$ cat src/clock_ratio_defines.svh
`ifndef CLOCK_RATIO_DEFINES_SVH
`define CLOCK_RATIO_DEFINES_SVH

// Core to platform ratio codes.
`define CORE_CODE_4_1      3'h0
`define CORE_CODE_9_2      3'h1
`define CORE_CODE_RSVD     3'h2
`define CORE_CODE_3_2      3'h3
`define CORE_CODE_2_1      3'h4
`define CORE_CODE_5_2      3'h5
`define CORE_CODE_3_1      3'h6
`define CORE_CODE_7_2      3'h7

// Memory PLL ratio codes.
`define MEM_CODE_3_1       3'h0
`define MEM_CODE_4_1       3'h1
`define MEM_CODE_6_1       3'h2
`define MEM_CODE_8_1       3'h3
`define MEM_CODE_10_1      3'h4
`define MEM_CODE_12_1      3'h5
`define MEM_CODE_RSVD      3'h6
`define MEM_CODE_SYNC      3'h7

// PCI input clock range in MHz.
`define PCI_CLK_MIN_MHZ    8'h21
`define PCI_CLK_MAX_MHZ    8'h42

// Minimum platform clock for PCI Express: 527 MHz times lanes over 8.
`define PCIE_BASE_MHZ      16'h020f
`define PCIE_LANE_DIV      16'h0008

// Reset values of the latched ratios.
`define RST_CORE_NUM       4'h0
`define RST_CORE_DEN       2'h1
`define RST_MEM_MULT       4'h0

`endif

$ cat src/clock_ratio_pkg.sv
package clock_ratio_pkg;

   typedef struct packed {
      logic [3:0] numer;
      logic [1:0] denom;
   } core_ratio_t;

   typedef struct packed {
      logic       sync_mode;
      logic [3:0] mult;
      logic       half_speed;
   } mem_clock_t;

   typedef enum logic [1:0] {
      ST_WAIT_POR = 2'b00,
      ST_SAMPLE   = 2'b01,
      ST_LOCKED   = 2'b11
   } latch_state_t;

endpackage

$ cat src/clock_ratio_strap_decode.sv
`timescale 1ns/1ns
`include "clock_ratio_defines.svh"
// What this block does
// - Sample core ratio straps at power-up.
// - Decode core ratio code; 010 reserved.
// - Memory clocking synchronous or own PLL.
// - Synchronous mode: memory bus half platform.
// - Data rate equals platform or PLL rate.
// - Async ratio is data rate over reference.
// - Divider register halves memory bus clock.
// - Decode memory PLL strap; 111 sync.
// - PCI input clock from 33 to 66 MHz.
// - PCI clock from system or dedicated input.

module clock_ratio_strap_decode
   import clock_ratio_pkg::*;
(
   input  wire logic        i_mclk,
   input  wire logic        i_reset,
   input  wire logic        i_local_bus_control_strap,
   input  wire logic        i_address_latch_enable_strap,
   input  wire logic        i_general_purpose_line_two_strap,
   input  wire logic [1:0]  i_timestamp_trigger_output_pins,
   input  wire logic        i_timestamp_clock_output_pin,
   input  wire logic        i_memory_clock_divider_register,
   input  wire logic        i_memory_init_started,
   input  wire logic        i_pci_async_mode,
   input  wire logic [7:0]  i_system_reference_clock_mhz,
   input  wire logic [15:0] i_platform_bus_clock_mhz,
   input  wire logic [4:0]  i_negotiated_link_width,
   output core_ratio_t      o_core_ratio,
   output mem_clock_t       o_mem_clock,
   output logic             o_mem_ref_clock_needed,
   output logic             o_pci_clock_from_dedicated,
   output logic             o_pci_clock_in_range,
   output logic             o_pcie_platform_too_slow,
   output logic             o_config_error,
   output logic             o_straps_locked
);

   ////////////////////////////////////////////////////////////////////////////////
   // Strap capture.

   latch_state_t state_reg;
   latch_state_t state_next;
   logic [2:0]   core_code_reg;
   logic [2:0]   mem_code_reg;
   logic [2:0]   core_pins;
   logic [2:0]   mem_pins;
   core_ratio_t  core_dec;
   logic         core_rsvd;

   assign core_pins = {i_local_bus_control_strap, i_address_latch_enable_strap,
                       i_general_purpose_line_two_strap};
   assign mem_pins  = {i_timestamp_trigger_output_pins, i_timestamp_clock_output_pin};

   // Straps are caught by a clocked sample after release, never by the reset itself.
   always_comb begin
      state_next = state_reg;
      unique case (state_reg)
         ST_WAIT_POR: state_next = ST_SAMPLE;
         ST_SAMPLE:   state_next = ST_LOCKED;
         ST_LOCKED:   state_next = ST_LOCKED;
         default:     state_next = ST_WAIT_POR;
      endcase
   end

   always_ff @(posedge i_mclk) begin
      if (i_reset) begin
         state_reg <= ST_WAIT_POR;
      end else begin
         state_reg <= state_next;
      end
   end

   always_ff @(posedge i_mclk) begin
      if (i_reset) begin
         core_code_reg <= `CORE_CODE_4_1;
         mem_code_reg  <= `MEM_CODE_SYNC;
      end else if (state_reg == ST_SAMPLE) begin
         core_code_reg <= core_pins;
         mem_code_reg  <= mem_pins;
      end
   end

   assign o_straps_locked = (state_reg == ST_LOCKED);

   ////////////////////////////////////////////////////////////////////////////////
   // Decoders.

   core_ratio_decode u_core_decode (
      .i_code     (core_code_reg),
      .o_ratio    (core_dec),
      .o_reserved (core_rsvd)
   );

   function automatic logic [3:0] mem_mult(input logic [2:0] code);
      logic [3:0] m;
      m = 4'h0;
      unique case (code)
         `MEM_CODE_3_1:  m = 4'h3;
         `MEM_CODE_4_1:  m = 4'h4;
         `MEM_CODE_6_1:  m = 4'h6;
         `MEM_CODE_8_1:  m = 4'h8;
         `MEM_CODE_10_1: m = 4'ha;
         `MEM_CODE_12_1: m = 4'hc;
         `MEM_CODE_RSVD: m = 4'h0;
         `MEM_CODE_SYNC: m = 4'h0;
      endcase
      return m;
   endfunction

   ////////////////////////////////////////////////////////////////////////////////
   // Registered ratio outputs.

   logic mem_sync;
   assign mem_sync = (mem_code_reg == `MEM_CODE_SYNC);

   always_ff @(posedge i_mclk) begin
      if (i_reset) begin
         o_core_ratio <= '{numer: `RST_CORE_NUM, denom: `RST_CORE_DEN};
      end else if (o_straps_locked) begin
         o_core_ratio <= core_dec;
      end
   end

   // In sync mode mult is zero: data rate equals platform rate and the bus runs at half.
   // In async mode mult is data rate over the memory reference clock.
   always_ff @(posedge i_mclk) begin
      if (i_reset) begin
         o_mem_clock <= '{sync_mode: 1'b1, mult: `RST_MEM_MULT, half_speed: 1'b0};
      end else if (o_straps_locked) begin
         o_mem_clock.sync_mode <= mem_sync;
         o_mem_clock.mult      <= mem_mult(mem_code_reg);
         // The divider is taken only before memory init; later changes are ignored.
         if (!i_memory_init_started) begin
            o_mem_clock.half_speed <= i_memory_clock_divider_register;
         end
      end
   end

   always_ff @(posedge i_mclk) begin
      if (i_reset) begin
         o_mem_ref_clock_needed <= 1'b0;
      end else begin
         o_mem_ref_clock_needed <= o_straps_locked && !mem_sync;
      end
   end

   always_ff @(posedge i_mclk) begin
      if (i_reset) begin
         o_config_error <= 1'b0;
      end else if (o_straps_locked) begin
         o_config_error <= core_rsvd || (mem_code_reg == `MEM_CODE_RSVD);
      end
   end

   ////////////////////////////////////////////////////////////////////////////////
   // PCI and PCI Express clock checks.

   logic        sys_in_range;
   logic [20:0] pcie_need_x8;
   logic [18:0] plat_x8;

   assign sys_in_range = (i_system_reference_clock_mhz >= `PCI_CLK_MIN_MHZ) &&
                         (i_system_reference_clock_mhz <= `PCI_CLK_MAX_MHZ);
   // Compare platform*8 against 527*width to avoid a divider.
   assign pcie_need_x8 = 21'(`PCIE_BASE_MHZ) * 21'(i_negotiated_link_width);
   assign plat_x8      = 19'(i_platform_bus_clock_mhz) * 19'(`PCIE_LANE_DIV);

   always_ff @(posedge i_mclk) begin
      if (i_reset) begin
         o_pci_clock_from_dedicated <= 1'b0;
         o_pci_clock_in_range       <= 1'b0;
      end else begin
         // Out of range system clock forces the dedicated input.
         o_pci_clock_from_dedicated <= i_pci_async_mode || !sys_in_range;
         o_pci_clock_in_range       <= i_pci_async_mode || sys_in_range;
      end
   end

   always_ff @(posedge i_mclk) begin
      if (i_reset) begin
         o_pcie_platform_too_slow <= 1'b0;
      end else begin
         o_pcie_platform_too_slow <= {2'b00, plat_x8} < pcie_need_x8;
      end
   end

   ////////////////////////////////////////////////////////////////////////////////
   // Checks.

   strap_sample_a: assert property (@(posedge i_mclk) disable iff (i_reset)
      state_reg == ST_SAMPLE |=> core_code_reg == $past(core_pins))
      else $error("core strap not sampled");

   strap_hold_a: assert property (@(posedge i_mclk) disable iff (i_reset)
      $past(o_straps_locked) |-> $stable(core_code_reg) && $stable(mem_code_reg))
      else $error("straps changed after lock");

   core_rsvd_a: assert property (@(posedge i_mclk) disable iff (i_reset)
      o_straps_locked && core_code_reg == `CORE_CODE_RSVD |=> o_config_error)
      else $error("reserved core code not flagged");

   core_ratio_a: assert property (@(posedge i_mclk) disable iff (i_reset)
      o_straps_locked && core_code_reg == `CORE_CODE_9_2 |=>
      o_core_ratio.numer == 4'h9 && o_core_ratio.denom == 2'h2)
      else $error("core 9:2 decode wrong");

   mem_sync_a: assert property (@(posedge i_mclk) disable iff (i_reset)
      o_straps_locked && mem_code_reg == `MEM_CODE_SYNC |=>
      o_mem_clock.sync_mode && o_mem_clock.mult == 4'h0)
      else $error("sync mode not selected");

   mem_mult_a: assert property (@(posedge i_mclk) disable iff (i_reset)
      o_straps_locked && mem_code_reg == `MEM_CODE_12_1 |=>
      !o_mem_clock.sync_mode && o_mem_clock.mult == 4'hc)
      else $error("memory 12:1 decode wrong");

   divider_freeze_a: assert property (@(posedge i_mclk) disable iff (i_reset)
      $past(i_memory_init_started) && i_memory_init_started |->
      $stable(o_mem_clock.half_speed))
      else $error("divider changed after init");

   pci_source_a: assert property (@(posedge i_mclk) disable iff (i_reset)
      !sys_in_range |=> o_pci_clock_from_dedicated)
      else $error("PCI source not dedicated");

   pcie_check_a: assert property (@(posedge i_mclk) disable iff (i_reset)
      i_negotiated_link_width == 5'h8 && i_platform_bus_clock_mhz == 16'h020e
      |=> o_pcie_platform_too_slow)
      else $error("PCIe minimum not enforced");

endmodule // clock_ratio_strap_decode

$ cat src/core_ratio_decode.sv
`timescale 1ns/1ns
`include "clock_ratio_defines.svh"

module core_ratio_decode
   import clock_ratio_pkg::*;
(
   input  wire logic [2:0]  i_code,
   output core_ratio_t      o_ratio,
   output logic             o_reserved
);

   always_comb begin
      o_reserved = 1'b0;
      unique case (i_code)
         `CORE_CODE_4_1: o_ratio = '{numer: 4'h4, denom: 2'h1};
         `CORE_CODE_9_2: o_ratio = '{numer: 4'h9, denom: 2'h2};
         `CORE_CODE_3_2: o_ratio = '{numer: 4'h3, denom: 2'h2};
         `CORE_CODE_2_1: o_ratio = '{numer: 4'h2, denom: 2'h1};
         `CORE_CODE_5_2: o_ratio = '{numer: 4'h5, denom: 2'h2};
         `CORE_CODE_3_1: o_ratio = '{numer: 4'h3, denom: 2'h1};
         `CORE_CODE_7_2: o_ratio = '{numer: 4'h7, denom: 2'h2};
         `CORE_CODE_RSVD: begin
            o_ratio    = '{numer: 4'h0, denom: 2'h0};
            o_reserved = 1'b1;
         end
      endcase
   end

endmodule // core_ratio_decode

$ cat config.mk
export PLATFORM = sky130hd
export DESIGN_NAME = clock_ratio_strap_decode
export DESIGN_NICKNAME = d
export VERILOG_FILES = /design/src/clock_ratio_pkg.sv /design/src/clock_ratio_strap_decode.sv /design/src/core_ratio_decode.sv
export VERILOG_INCLUDE_DIRS = /design/src
export SDC_FILE = /design/constraint.sdc
export NUM_CORES = 1
export LEC_CHECK = 0
export ABC_AREA = 1
export ABC_CLOCK_PERIOD_IN_PS = 3400
export BUFFER_PORTS_ARGS = -buffer_cell sky130_fd_sc_hd__buf_2
export CAP_MARGIN = 20
export CORE_UTILIZATION = 26
export DETAILED_ROUTE_END_ITERATION = 12
export GPL_TIMING_DRIVEN = 0
export PLACE_DENSITY = 0.57
export SLEW_MARGIN = 20
export SYNTH_ARGS = -nofsm -noshare
export SYNTH_HDL_FRONTEND = slang
export SYNTH_SLANG_ARGS = --single-unit
$ cat constraint.sdc
create_clock -name i_mclk -period 3.4 [get_ports i_mclk]
set_input_delay 0.34 -clock i_mclk [delete_from_list [all_inputs] [get_ports i_mclk]]
set_output_delay 0.34 -clock i_mclk [all_outputs]
set_load 0.005 [all_outputs]
# [Word-level counts from Yosys, hierarchy flattened]
# Memory sizes are Yosys's and may differ from the RTL's. A register that Yosys moved wholly into a read port is not among the register bits.
# Cells that the tools add are included.
[word_totals] reg_bits=21 latch_bits=0 ram_bits=0 rom_bits=32 output_inout_bits=18 n_memories=1
[op_classes] n_addsub=0 mul=1 div=0 n_lt_le_gt_ge=3 n_eq_ne=11 n_shift=0 muxes=3 bitwise_logic=1 n_reduce_logical=11
[memory_table] memory="(name not given)" depth=8 width=4 read_ports=1 rd_clocked_by_memory_dff=1 wr=0 line="clock_ratio_strap_decode.sv:100" rtl="unique case (code)"
[op_table] operator="one-hot mux 6 bit (8 select lines)" count=1
[op_table] operator="< comparator 19 x 15 -> 1 bit" count=1
[op_table] operator="== test 3 bit (second input constant)" count=6
[op_table] operator="multiplier 10 x 5 -> 15 bit (first input constant)" count=1
[op_table] operator=">= comparator 8 x 6 -> 1 bit (second input constant)" count=1
[op_table] operator="<= comparator 8 x 7 -> 1 bit (second input constant)" count=1
[op_table] operator="== test 3 x 2 -> 1 bit (second input constant)" count=2
[op_table] operator="one-hot mux 2 bit (2 select lines)" count=1
[op_table] operator="== test 3 x 1 -> 1 bit (second input constant)" count=1
[op_table] operator="zero test 3 bit" count=1
[op_table] operator="logical OR 1 bit" count=3
[op_table] operator="== test 2 x 1 -> 1 bit (second input constant)" count=1
[op_table] operator="== test 2 bit (second input constant)" count=1
[op_table] operator="logical AND 1 bit" count=2
[op_table] operator="zero test 1 bit" count=2
[op_table] operator="zero test 2 bit" count=1
[op_table] operator="AND reduction 2 bit" count=1
[op_table] operator="OR reduction 2 bit" count=1
[op_table] operator="2-to-1 mux 1 bit" count=1
[op_table] operator="NOT 1 bit" count=1

# [Logic depth before layout (Yosys ltp)]
# Gate-level depths: netlist of the first run.
[logic_depth] depth_word=4 mapped_depth=20 depth_no_buf=20

# [By module]
# From an unflattened synthesis of the first run, not the netlist that was laid out.
[hier_totals] hier_cells=291 hier_area_um2=2094.5
[modules_own_cells] module="clock_ratio_strap_decode" n_inst=1 cells_per_inst=277 area_each_um2=2030.7
[modules_own_cells] module="core_ratio_decode" n_inst=1 cells_per_inst=14 area_each_um2=63.8

# [Least setup slack after synthesis of the first run]
# No wires, ideal clock.
[synth_timing] path_kind="input to register" startpoint="input i_negotiated_link_width[2]" endpoint="register o_pcie_platform_too_slow" t_arrival_ns=3.269 required_time_ns=3.281 path_slack_ns=0.012 cell_stages=16 path_buffers=0 cell_sequence="fa_1 fa_1 ha_1 ha_1 a21oi_1 nand2_1 nand2_1 nand3_2 xor2_1 ha_1 nand2_1 nor2_1 and2_1 nand3_1 nand3_1 nor2_1"
[synth_between] elab_chain_cells=2
[synth_rtl] item="from (decl)" line="clock_ratio_strap_decode.sv:30" rtl="input wire logic [4:0] i_negotiated_link_width,"
[synth_rtl] item="multiplier 10 x 5 -> 15 bit" line="clock_ratio_strap_decode.sv:168" rtl="assign pcie_need_x8 = 21'(`PCIE_BASE_MHZ) * 21'(i_negotiated_link_width);"
[synth_rtl] item="< comparator 19 x 15 -> 1 bit" line="clock_ratio_strap_decode.sv:186" rtl="o_pcie_platform_too_slow <= {2'b00, plat_x8} < pcie_need_x8;"
[synth_rtl] item="to (signal assigned)" line="clock_ratio_strap_decode.sv:186"
[synth_rtl] item="to (decl)" line="clock_ratio_strap_decode.sv:36" rtl="output logic o_pcie_platform_too_slow,"
# No other way between the ends.
# A chain may end at the register's enable or synchronous reset.

# [Worst setup path in the final report of the first run]
[layout_timing] startpoint="input i_negotiated_link_width[3]" endpoint="register o_pcie_platform_too_slow"
# The elaborated chain is that of the path after synthesis.

==> flow_metrics.py, run 1 <==
metrics = {
    "power_and_ir_drop": {
        "p_leak_nw": 1.336,
        "powerDensity_nw_per_um2": 346.0,
        "power.total_mw": 0.9148,
        "vdd_drop_max_v": 0.0001555,
    },
    "synth": {
        "ys_warn_count": 0,
        "ys_ff_latch": 25,
        "seq_area_frac_synth_pct": 24.89,
        "synth_area_leaders": "dfxtp_1 (25%), ha_1 (23%), nand2_1 (9.1%)",
        "synthTopCellsByCount": "nand2_1 (49), ha_1 (37), inv_1 (29), dfxtp_1 (25), nand3_1 (23)",
        "avgSynthCellArea_um2": 7.763,
        "syn-cell-area_um2": 2011,
        "syn_inst": 259,
        "yosysUniqueCellTypes": 33,
        "synth_edf_count": 0,
        "yosysTopAreaCellShare_pct": 24.89,
        "synth_top_area_cell": "dfxtp_1",
        "synth_most_common_cell": "nand2_1",
        "synthFlopType": "dfxtp_1",
        "synth_nets": 341,
        "async_flop_share_pct": 0,
    },
    "grt": {
        "grt_pass1_vias": 1782,
        "grt_use_total_pct": 10.94,
        "grt_pass1_wl_mm": 7.486,
        "grt_start_max_net_pins": 15,
        "overflow": 0,
        "antenna_found_initial": 0,
    },
    "detailed_routing": {
        "firstDrtPassIters": 4,
        "vias": 1893,
        "drc": 0,
        "drt_iter0_drc": 48,
        "wl_per_cell_um": 10.57,
        "antenna_left": 0,
        "vias_per_cell": 4.496,
        "wirelength_mm": 4.451,
    },
    "final_layout": {
        "antenna_cells": 0,
        "syn_to_final_growth_pct": 31.49,
        "reg_top3": "o_core_ratio (6), o_mem_clock (6)",
        "fill_cells": 804,
        "drive_gt1_share_pct": 29.50,
        "nNetsFinal": 405,
    },
    "clocking": {
        "tritoncts": "built",
        "clock-sinks": 25,
        "cts.clk_slew.worst_paths_ps": 90,
        "cts_inserted_buffers": 3,
        "max-clock-path-buffers": 2,
        "h-tree-depth": 1,
        "ctsHoldBuffers": 0,
        "cts_root_buffer": "clkbuf_8",
        "worstSkewPairLatency_ps": 260,
    },
    "floorplanning": {
        "die_y_um": 89.94,
        "ios": 58,
        "row_count": 31,
        "dieArea_um2": 8089,
        "die_w_um": 89.94,
        "initial_core_util_pct": 27.28,
        "core_um2": 7370,
    },
    "setup_path": {
        "crit_chain": "buf_12, fa_1, fa_1, ha_4, ha_4, a21oi_2, nand2_2, nand2_2, nand3_4, xor2_2, ha_1, nand2_2, nor2_2, and2_1, nand3_1, nand3_1, nor2_1",
        "rr_startpoint": "state_reg[0]",
        "crit_top_cell": "nand2_2",
        "max_stage_delay_ps": 570,
        "cp.arrival_ps": 3430,
        "end_kind": "flop",
        "reg2reg_setup_slack_ps": 2290,
        "start_kind": "input pin",
        "endpoint": "o_pcie_platform_too_slow",
        "worstPathMaxFanout": 5,
        "crit_required_ps": 3550,
        "rr_worst_depth": 5,
        "crit_path_start": "i_negotiated_link_width[3]",
        "crit_type": "in2reg",
        "crit_path_top_delay_cell": "fa_1",
        "timing.rr.end": "core_code_reg[0]",
    },
    "place": {
        "gp_congestion": 0.7753,
        "place_hpwl_mm": 3.616,
        "io_buffers": 57,
        "pre_cts_slack_ps": -442.1,
    },
    "sta": {
        "finalClockSkew_ps": 3.608,
        "min_period_ps": 3279,
        "fmax_mhz": 305.0,
        "rsz0062_at_grt": "true",
        "whs_ps": 291.2,
        "setup_slack_ps": 121.0,
        "maxSlewHeadroom_pct": 83.27,
        "fin_crit_sh_pct": 96.44,
        "hold_viol": 0,
        "final_max_slew_viol_count": 0,
        "setup_viol": 0,
        "worst_pin_slew_ps": 250.9,
    },
    "flow_run": {
        "drv_cap": 0,
    },
    "outcome": {
        "status": "finished, final reports clean",
    },
    "min_path": {
        "hold_class": "in2reg",
    },
}
## area by class of cell
| class | instances | area, um^2 | area share (%) |
|---|---|---|---|
| multi-input cells | 200 | 1494 | 56.51 |
| flip-flops and latches | 25 | 500.5 | 18.93 |
| repair buffers | 59 | 340.3 | 12.87 |
| well taps | 99 | 123.9 | 4.685 |
| inverters | 31 | 117.6 | 4.449 |
| clock buffers | 3 | 41.29 | 1.562 |
| plain buffers | 3 | 21.27 | 0.8045 |
| clock inverters | 1 | 5.005 | 0.1893 |
## critical path: cells and delay by family
kind / cells / cell delay, ps
buf+inv: 1 / 100
simple gates: 9 / 800
fa+ha+maj: 5 / 1840
compound gates: 1 / 150
xor+xnor: 1 / 190
## how the worst min path moves through the flow
| stage | startpoint | endpoint | slack [ps] | cells past startpoint |
|---|---|---|---|---|
| 6_report | i_timestamp_trigger_output_pins[1] | mem_code_reg[2] | 290 | 3 |
| 3_5_place_dp | o_core_ratio[3] | o_core_ratio[3] | 450 | 2 |
| 2_1_floorplan | i_pci_async_mode | o_pci_clock_from_dedicated | 460 | 2 |
| 3_3_place_gp | o_core_ratio[0] | o_core_ratio[0] | 450 | 2 |
| 4_1_cts | i_timestamp_trigger_output_pins[1] | mem_code_reg[2] | 280 | 3 |
| 5_1_grt | i_timestamp_trigger_output_pins[0] | mem_code_reg[1] | 300 | 3 |
## stage by stage
step / utilization, % / cell area, um^2 / std cells / TNS (ps)
floorplan: - / 2011 / 259 / 0
global placement: 32.84 / 2420 / 415 / -421.1
detailed placement: 32.84 / 2420 / 415 / -442.1
CTS: 34.21 / 2521 / 420 / 0
global route: 35.87 / 2644 / 421 / -48.89
finish: 35.87 / 2644 / 421 / 0
## cells by family (layout without fill, tap and decap cells)
group / after synthesis / after routing / synth area share, %
fa+ha+maj: 42 / 42 / 28.00
buf+inv: 34 / 97 / 6.907
flops: 25 / 25 / 24.89
simple gates: 110 / 110 / 25.14
mux: 1 / 1 / 0.4978
xor+xnor: 7 / 7 / 3.049
compound gates: 40 / 40 / 11.51
## cells in the final DEF, fill, tap and decap left out, types with 2 or more instances in the layout
| cell type | count |
|---|---|
| o21ai_0 | 10 |
| xor2_1 | 2 |
| fa_1 | 4 |
| nand2_2 | 4 |
| nand3_4 | 2 |
| a21o_1 | 2 |
| nor2_1 | 20 |
| nand3_1 | 22 |
| buf_2 | 56 |
| xnor2_1 | 3 |
| nor2_2 | 3 |
| ha_4 | 5 |
| nor2_4 | 2 |
| nand2_1 | 46 |
| inv_1 | 29 |
| xor2_2 | 2 |
| dfxtp_1 | 25 |
| o21ai_1 | 2 |
| and2_1 | 2 |
| buf_6 | 3 |
| clkinv_2 | 2 |
| nor3_1 | 3 |
| buf_12 | 2 |
| a21oi_2 | 3 |
| nand3_2 | 2 |
| clkbuf_8 | 3 |
| a21oi_1 | 16 |
| ha_1 | 32 |
| o211ai_1 | 3 |
## layer usage
metal  GRT usage [%]  vias to the layer above  wire length, um
met4           2.016                        0               23
met5               0                        -                0
li1                -                      985                -
met2           20.00                       33             2169
met3           1.692                        2              174
met1           13.60                      873             2084
## power by group
group	switching, mW	total [mW]	internal [mW]
combinational	0.231	0.426	0.195
sequential	0.0120	0.318	0.306
clock	0.0893	0.171	0.0817
total	0.332	0.915	0.583
## repair_timing
action                     in CTS  in global routing
pin swaps                       2                 16
buffers inserted                1                  1
setup endpoints to repair       1                  1
resized for setup               5                 24
Note: power is estimated with default switching activity, not from simulation.
==> inputs of run 2 (changes only) <==
--- a/config.mk
+++ b/config.mk
@@ -6,14 +6,14 @@
 export SDC_FILE = /design/constraint.sdc
 export NUM_CORES = 1
 export LEC_CHECK = 0
-export ABC_AREA = 1
 export ABC_CLOCK_PERIOD_IN_PS = 3400
 export BUFFER_PORTS_ARGS = -buffer_cell sky130_fd_sc_hd__buf_2
 export CAP_MARGIN = 20
+export CORE_ASPECT_RATIO = 1.75
 export CORE_UTILIZATION = 26
 export DETAILED_ROUTE_END_ITERATION = 12
 export GPL_TIMING_DRIVEN = 0
-export PLACE_DENSITY = 0.57
+export PLACE_DENSITY = 0.58
 export SLEW_MARGIN = 20
 export SYNTH_ARGS = -nofsm -noshare
 export SYNTH_HDL_FRONTEND = slang
==> run 2 against run 1 <==
The flow now finishes with violations (negative setup slack). Via count shrank 9.1%. Hold slack improved by 5.2 ps. Clock skew is 1.0 ps lower. Critical path type unchanged. Largest cell class unchanged.
==> flow_metrics.py, run 2 <==
metrics = {
    "floorplanning": {
        "dieArea_um2": 7679,
        "row_count": 40,
        "die_y_um": 115.2,
        "die_w_um": 66.67,
        "initial_core_util_pct": 27.36,
        "ios": 58,
        "core_um2": 6957,
    },
    "clocking": {
        "cts_root_buffer": "clkbuf_16",
        "cts.clk_slew.worst_paths_ps": 60,
        "worstSkewPairLatency_ps": 260,
        "cts_inserted_buffers": 3,
        "h-tree-depth": 1,
        "ctsHoldBuffers": 0,
        "max-clock-path-buffers": 2,
        "tritoncts": "built",
        "clock-sinks": 25,
    },
    "sta": {
        "maxSlewHeadroom_pct": 54.27,
        "final_max_slew_viol_count": 0,
        "rsz0062_at_grt": "true",
        "hold_viol": 0,
        "fmax_mhz": 280.3,
        "setup_viol": 1,
        "worst_pin_slew_ps": 683.5,
        "setup_slack_ps": -167.5,
        "finalClockSkew_ps": 2.600,
        "min_period_ps": 3568,
        "whs_ps": 296.5,
        "fin_crit_sh_pct": 104.9,
    },
    "flow_run": {
        "drv_cap": 0,
    },
    "synth": {
        "synth_nets": 295,
        "synth_most_common_cell": "ha_1",
        "synthFlopType": "dfxtp_1",
        "avgSynthCellArea_um2": 8.935,
        "ys_warn_count": 0,
        "syn-cell-area_um2": 1903,
        "async_flop_share_pct": 0,
        "yosysTopAreaCellShare_pct": 26.30,
        "synth_area_leaders": "dfxtp_1 (26%), ha_1 (24%), fa_1 (5.3%)",
        "syn_inst": 213,
        "synthTopCellsByCount": "ha_1 (37), dfxtp_1 (25), nor2_1 (23), a21oi_1 (18), inv_1 (18)",
        "synth_top_area_cell": "dfxtp_1",
        "synth_edf_count": 0,
        "ys_ff_latch": 25,
        "yosysUniqueCellTypes": 34,
        "seq_area_frac_synth_pct": 26.30,
    },
    "detailed_routing": {
        "wirelength_mm": 4.221,
        "firstDrtPassIters": 4,
        "drt_iter0_drc": 47,
        "wl_per_cell_um": 11.66,
        "vias": 1721,
        "vias_per_cell": 4.754,
        "drc": 0,
        "antenna_left": 0,
    },
    "grt": {
        "grt_use_total_pct": 11.75,
        "grt_pass1_vias": 1646,
        "grt_pass1_wl_mm": 7.003,
        "overflow": 0,
        "antenna_found_initial": 0,
        "grt_start_max_net_pins": 16,
    },
    "place": {
        "gp_congestion": 0.8102,
        "io_buffers": 56,
        "place_hpwl_mm": 3.621,
    },
    "min_path": {
        "hold_class": "in2reg",
    },
    "final_layout": {
        "fin_util_pct": 36.06,
        "reg_top3": "o_core_ratio (6), o_mem_clock (6)",
        "final-seq-area_um2": 500.5,
        "drive_gt1_share_pct": 27.70,
        "nNetsFinal": 361,
        "layout_common_cells": "buf_2 (53), ha_1 (32), dfxtp_1 (25), nor2_1 (23), inv_1 (16)",
        "antenna_cells": 0,
        "syn_to_final_growth_pct": 31.82,
        "final_common_cell": "buf_2",
        "fill_cells": 687,
        "multi_input_area_um2": 1378,
    },
    "outcome": {
        "violations": "negative setup slack",
        "status": "finished, violations left",
    },
    "setup_path": {
        "end_kind": "flop",
        "crit_type": "in2reg",
        "cp.arrival_ps": 3750,
        "worstPathMaxFanout": 3,
        "crit_required_ps": 3590,
        "start_kind": "input pin",
    },
    "power_and_ir_drop": {
        "power.total_mw": 0.9839,
        "vdd_drop_max_v": 0.0001743,
        "p_leak_nw": 1.201,
        "powerDensity_nw_per_um2": 392.2,
    },
}
[run 2: cell types whose count changed after synthesis, sizes merged, moves of 6 or more]
cell / change
nand2: -43
nand3: -23
inv: -12
a211oi: +9
a211o: +6
o21ai: -6
[run 2: worst paths after layout]
check	slack, ps	endpoint	from	cells past startpoint
max	-170	o_pcie_platform_too_slow	i_negotiated_link_width[4]	16
min	300	mem_code_reg[0]	i_timestamp_clock_output_pin	2
max reg2reg	1980	mem_code_reg[2]	state_reg[0]	4
min reg2reg	450	o_core_ratio[1]	o_core_ratio[1]	2
[run 2: repair_timing]
item / 4_1_cts / 5_1_grt
endpoints found under the setup margin: 1 / 1
pin swaps: 13 / 16
setup buffers: 3 / 2
gates cloned: 0 / 0
resized for setup: 7 / 12
[run 2: area by class of cell]
| type | count | share of cell area, % |
|---|---|---|
| clock inverters | 1 | 0.2993 |
| well taps | 84 | 4.190 |
| repair buffers | 61 | 13.92 |
| plain buffers | 7 | 1.047 |
| flip-flops and latches | 25 | 19.95 |
| inverters | 18 | 2.693 |
| clock buffers | 3 | 2.993 |
| multi-input cells | 163 | 54.91 |
[run 2: per-stage QoR]
| stage | cells | setup TNS (ps) | setup WS (ps) | cell area (um^2) |
|---|---|---|---|---|
| 2_1_floorplan | 213 | -142.5 | -142.5 | 1931 |
| 3_5_place_dp | 353 | -599.7 | -599.7 | 2316 |
| 6_report | 362 | -167.5 | -167.5 | 2509 |
| 3_3_place_gp | 353 | -585.0 | -585.0 | 2316 |
| 5_1_grt | 362 | -310.7 | -310.7 | 2509 |
| 4_1_cts | 360 | -277.2 | -277.2 | 2442 |
[run 2: worst max-delay path: stages]
cell,delay (ps)
buf_8,100
fa_2,490
fa_1,600
ha_4,220
ha_4,210
a211o_1,250
o211ai_1,140
nor2b_1,180
o21bai_1,110
xnor2_1,140
ha_1,310
a21o_1,160
a21o_1,180
a21oi_2,100
o21ai_1,80
a21oi_1,140
[run 2: cell families after synthesis]
logic type | share of synthesized area (%)
DFF | 26.30
AOI/OAI and AO/OA | 18.48
muxes | 3.156
xor gates and xnor gates | 4.142
buffers and inverters | 4.931
and+or+nand+nor | 13.41
adders and majority gates | 29.59
[run 2: metal layers]
| metal | routed length (um) | share of wire, % | track usage (%) |
|---|---|---|---|
| met1 | 1664 | 39 | 11.60 |
| met2 | 2326 | 55 | 23.91 |
| met3 | 171 | 4.1 | 1.290 |
| met4 | 57 | 1.4 | 3.830 |
| met5 | 0 | 0 | 0 |
[run 2: power breakdown]
group | switching (mW) | total [mW] | internal (mW)
Clock | 0.104 | 0.264 | 0.160
Sequential | 0.00860 | 0.316 | 0.308
Combinational | 0.206 | 0.403 | 0.197
==> inputs of run 3 (changes only) <==
--- a/config.mk
+++ b/config.mk
@@ -7,13 +7,14 @@
 export NUM_CORES = 1
 export LEC_CHECK = 0
 export ABC_CLOCK_PERIOD_IN_PS = 3400
-export BUFFER_PORTS_ARGS = -buffer_cell sky130_fd_sc_hd__buf_2
+export BUFFER_PORTS_ARGS = -buffer_cell sky130_fd_sc_hd__buf_4
 export CAP_MARGIN = 20
 export CORE_ASPECT_RATIO = 1.75
 export CORE_UTILIZATION = 26
 export DETAILED_ROUTE_END_ITERATION = 12
 export GPL_TIMING_DRIVEN = 0
 export PLACE_DENSITY = 0.58
+export SKIP_LAST_GASP = 1
 export SLEW_MARGIN = 20
 export SYNTH_ARGS = -nofsm -noshare
 export SYNTH_HDL_FRONTEND = slang
==> run 3 against run 2 <==
The flow still finishes with violations (negative setup slack). Utilization increased by 2.1 points. Sequential share of layout area is 1.1 points lower. Sequential power barely moved. Design area is 5.7% higher. Total power is 2.1% higher. Largest cell class unchanged.
==> flow_metrics.py, run 3 (synthesis gave the netlist of run 2 again) <==
metrics = {
    "min_path": {
        "hold_class": "in2reg",
    },
    "flow_run": {
        "drv_cap": 0,
    },
    "setup_path": {
        "crit_chain": "buf_8, fa_1, fa_1, ha_4, ha_4, a211o_1, o211ai_1, nor2b_2, o21bai_1, xnor2_1, ha_1, a21o_1, a21o_1, a21oi_1, o21ai_1, a21oi_1",
        "crit_type": "in2reg",
        "crit_path_top_delay_cell": "fa_1",
        "worstPathMaxFanout": 3,
        "critPathBufInv": 1,
        "end_kind": "flop",
        "crit_required_ps": 3590,
        "start_kind": "input pin",
        "cp.arrival_ps": 3770,
        "critical-path-top-delay-family": "adder cells",
        "max_stage_delay_ps": 580,
    },
    "grt": {
        "busiest_layer": "met2",
        "use_met2_pct": 23.30,
        "met1_usage_pct": 13.60,
        "antenna_found_initial": 0,
        "grt_pass1_vias": 1631,
        "use_met3_pct": 1.290,
        "grt_start_max_net_pins": 15,
        "grt_use_total_pct": 12.17,
        "overflow": 0,
        "grt_pass1_wl_mm": 7.279,
    },
    "place": {
        "postPlaceCellArea_um2": 2456,
        "gp_congestion": 0.7856,
        "io_buffers": 56,
        "place_hpwl_mm": 3.697,
    },
    "detailed_routing": {
        "drt_iter0_drc": 55,
        "firstDrtPassIters": 3,
        "wirelength_mm": 4.372,
        "wl_per_cell_um": 11.98,
        "vias": 1701,
        "antenna_left": 0,
        "vias_per_cell": 4.660,
        "drc": 0,
    },
    "power_and_ir_drop": {
        "vdd_drop_max_v": 0.0002034,
        "p_leak_nw": 1.253,
        "powerDensity_nw_per_um2": 378.6,
    },
    "floorplanning": {
        "dieArea_um2": 7679,
        "ios": 58,
        "die_y_um": 115.2,
        "die_w_um": 66.67,
        "core_um2": 6957,
        "initial_core_util_pct": 27.36,
        "row_count": 40,
    },
    "sta": {
        "setup_slack_ps": -174.0,
        "final_max_slew_viol_count": 0,
        "worst_pin_slew_ps": 734.4,
        "whs_ps": 292.5,
        "fin_crit_sh_pct": 105.1,
        "rsz0062_at_grt": "true",
        "setup_viol": 1,
        "fmax_mhz": 279.8,
        "min_period_ps": 3574,
        "maxSlewHeadroom_pct": 50.86,
        "hold_viol": 0,
        "tns_ps": -174.0,
        "finalClockSkew_ps": 1.803,
    },
    "final_layout": {
        "reg_top3": "o_core_ratio (6), o_mem_clock (6)",
        "antenna_cells": 0,
        "final_common_cell": "buf_4",
        "layout_common_cells": "buf_4 (61), ha_1 (32), dfxtp_1 (25), nor2_1 (23)",
        "syn_to_final_growth_pct": 39.38,
        "drive_gt1_share_pct": 28.11,
        "design_area_um2": 2653,
        "nNetsFinal": 364,
    },
    "clocking": {
        "clock-sinks": 25,
        "worstSkewPairLatency_ps": 260,
        "cts.clk_slew.worst_paths_ps": 60,
        "ctsHoldBuffers": 0,
        "cts_inserted_buffers": 3,
        "cts_root_buffer": "clkbuf_16",
        "h-tree-depth": 1,
        "max-clock-path-buffers": 2,
        "tritoncts": "built",
    },
    "outcome": {
        "violations": "negative setup slack",
        "status": "finished, violations left",
    },
}
run 3: final timing paths:
check / start / endpoint / slack (ps) / cells after the start
min: i_timestamp_trigger_output_pins[1] / mem_code_reg[2] / 290 / 2
max: i_negotiated_link_width[4] / o_pcie_platform_too_slow / -170 / 16
min reg2reg: state_reg[1] / state_reg[0] / 460 / 1
max reg2reg: state_reg[0] / mem_code_reg[2] / 1930 / 4
run 3: what timing repair did:
item                                    CTS  global route
pin swaps                                15            16
resized for setup                         8             6
endpoints found under the setup margin    1             1
endpoints found under the hold margin     0             0
buffers inserted                          5             3
run 3: stage by stage:
step | instances | setup WS (ps) | utilization, % | power (mW)
after global placement | 353 | -563.4 | 35.31 | 0.7084
after detailed placement | 353 | -586.3 | 35.31 | 0.7158
after floorplan | 213 | -142.5 | - | 0.5927
final | 365 | -174.0 | 38.13 | 1.004
after CTS | 362 | -266.9 | 37.43 | 1.001
after global routing | 365 | -368.3 | 38.13 | 1.087
run 3: metal layers:
layer / routed length [um] / vias up
li1: - / 896
met4: 50 / 0
met2: 2421 / 41
met5: 0 / -
met3: 176 / 4
met1: 1724 / 760
run 3: final cells by class:
| cell class | count | area (um^2) |
|---|---|---|
| plain buffers | 7 | 26.28 |
| clock buffers | 3 | 75.07 |
| clock inverters | 1 | 5.005 |
| fillers | 700 | 4304 |
| inverters | 18 | 67.56 |
| multi-input cells | 163 | 1374 |
| flip-flops and latches | 25 | 500.5 |
| well taps | 84 | 105.1 |
| repair buffers | 64 | 499.2 |
run 3: power by group:
part	total (mW)	internal (mW)	switching [mW]
combinational	0.426	0.220	0.206
clock	0.261	0.158	0.103
sequential	0.317	0.308	0.00885
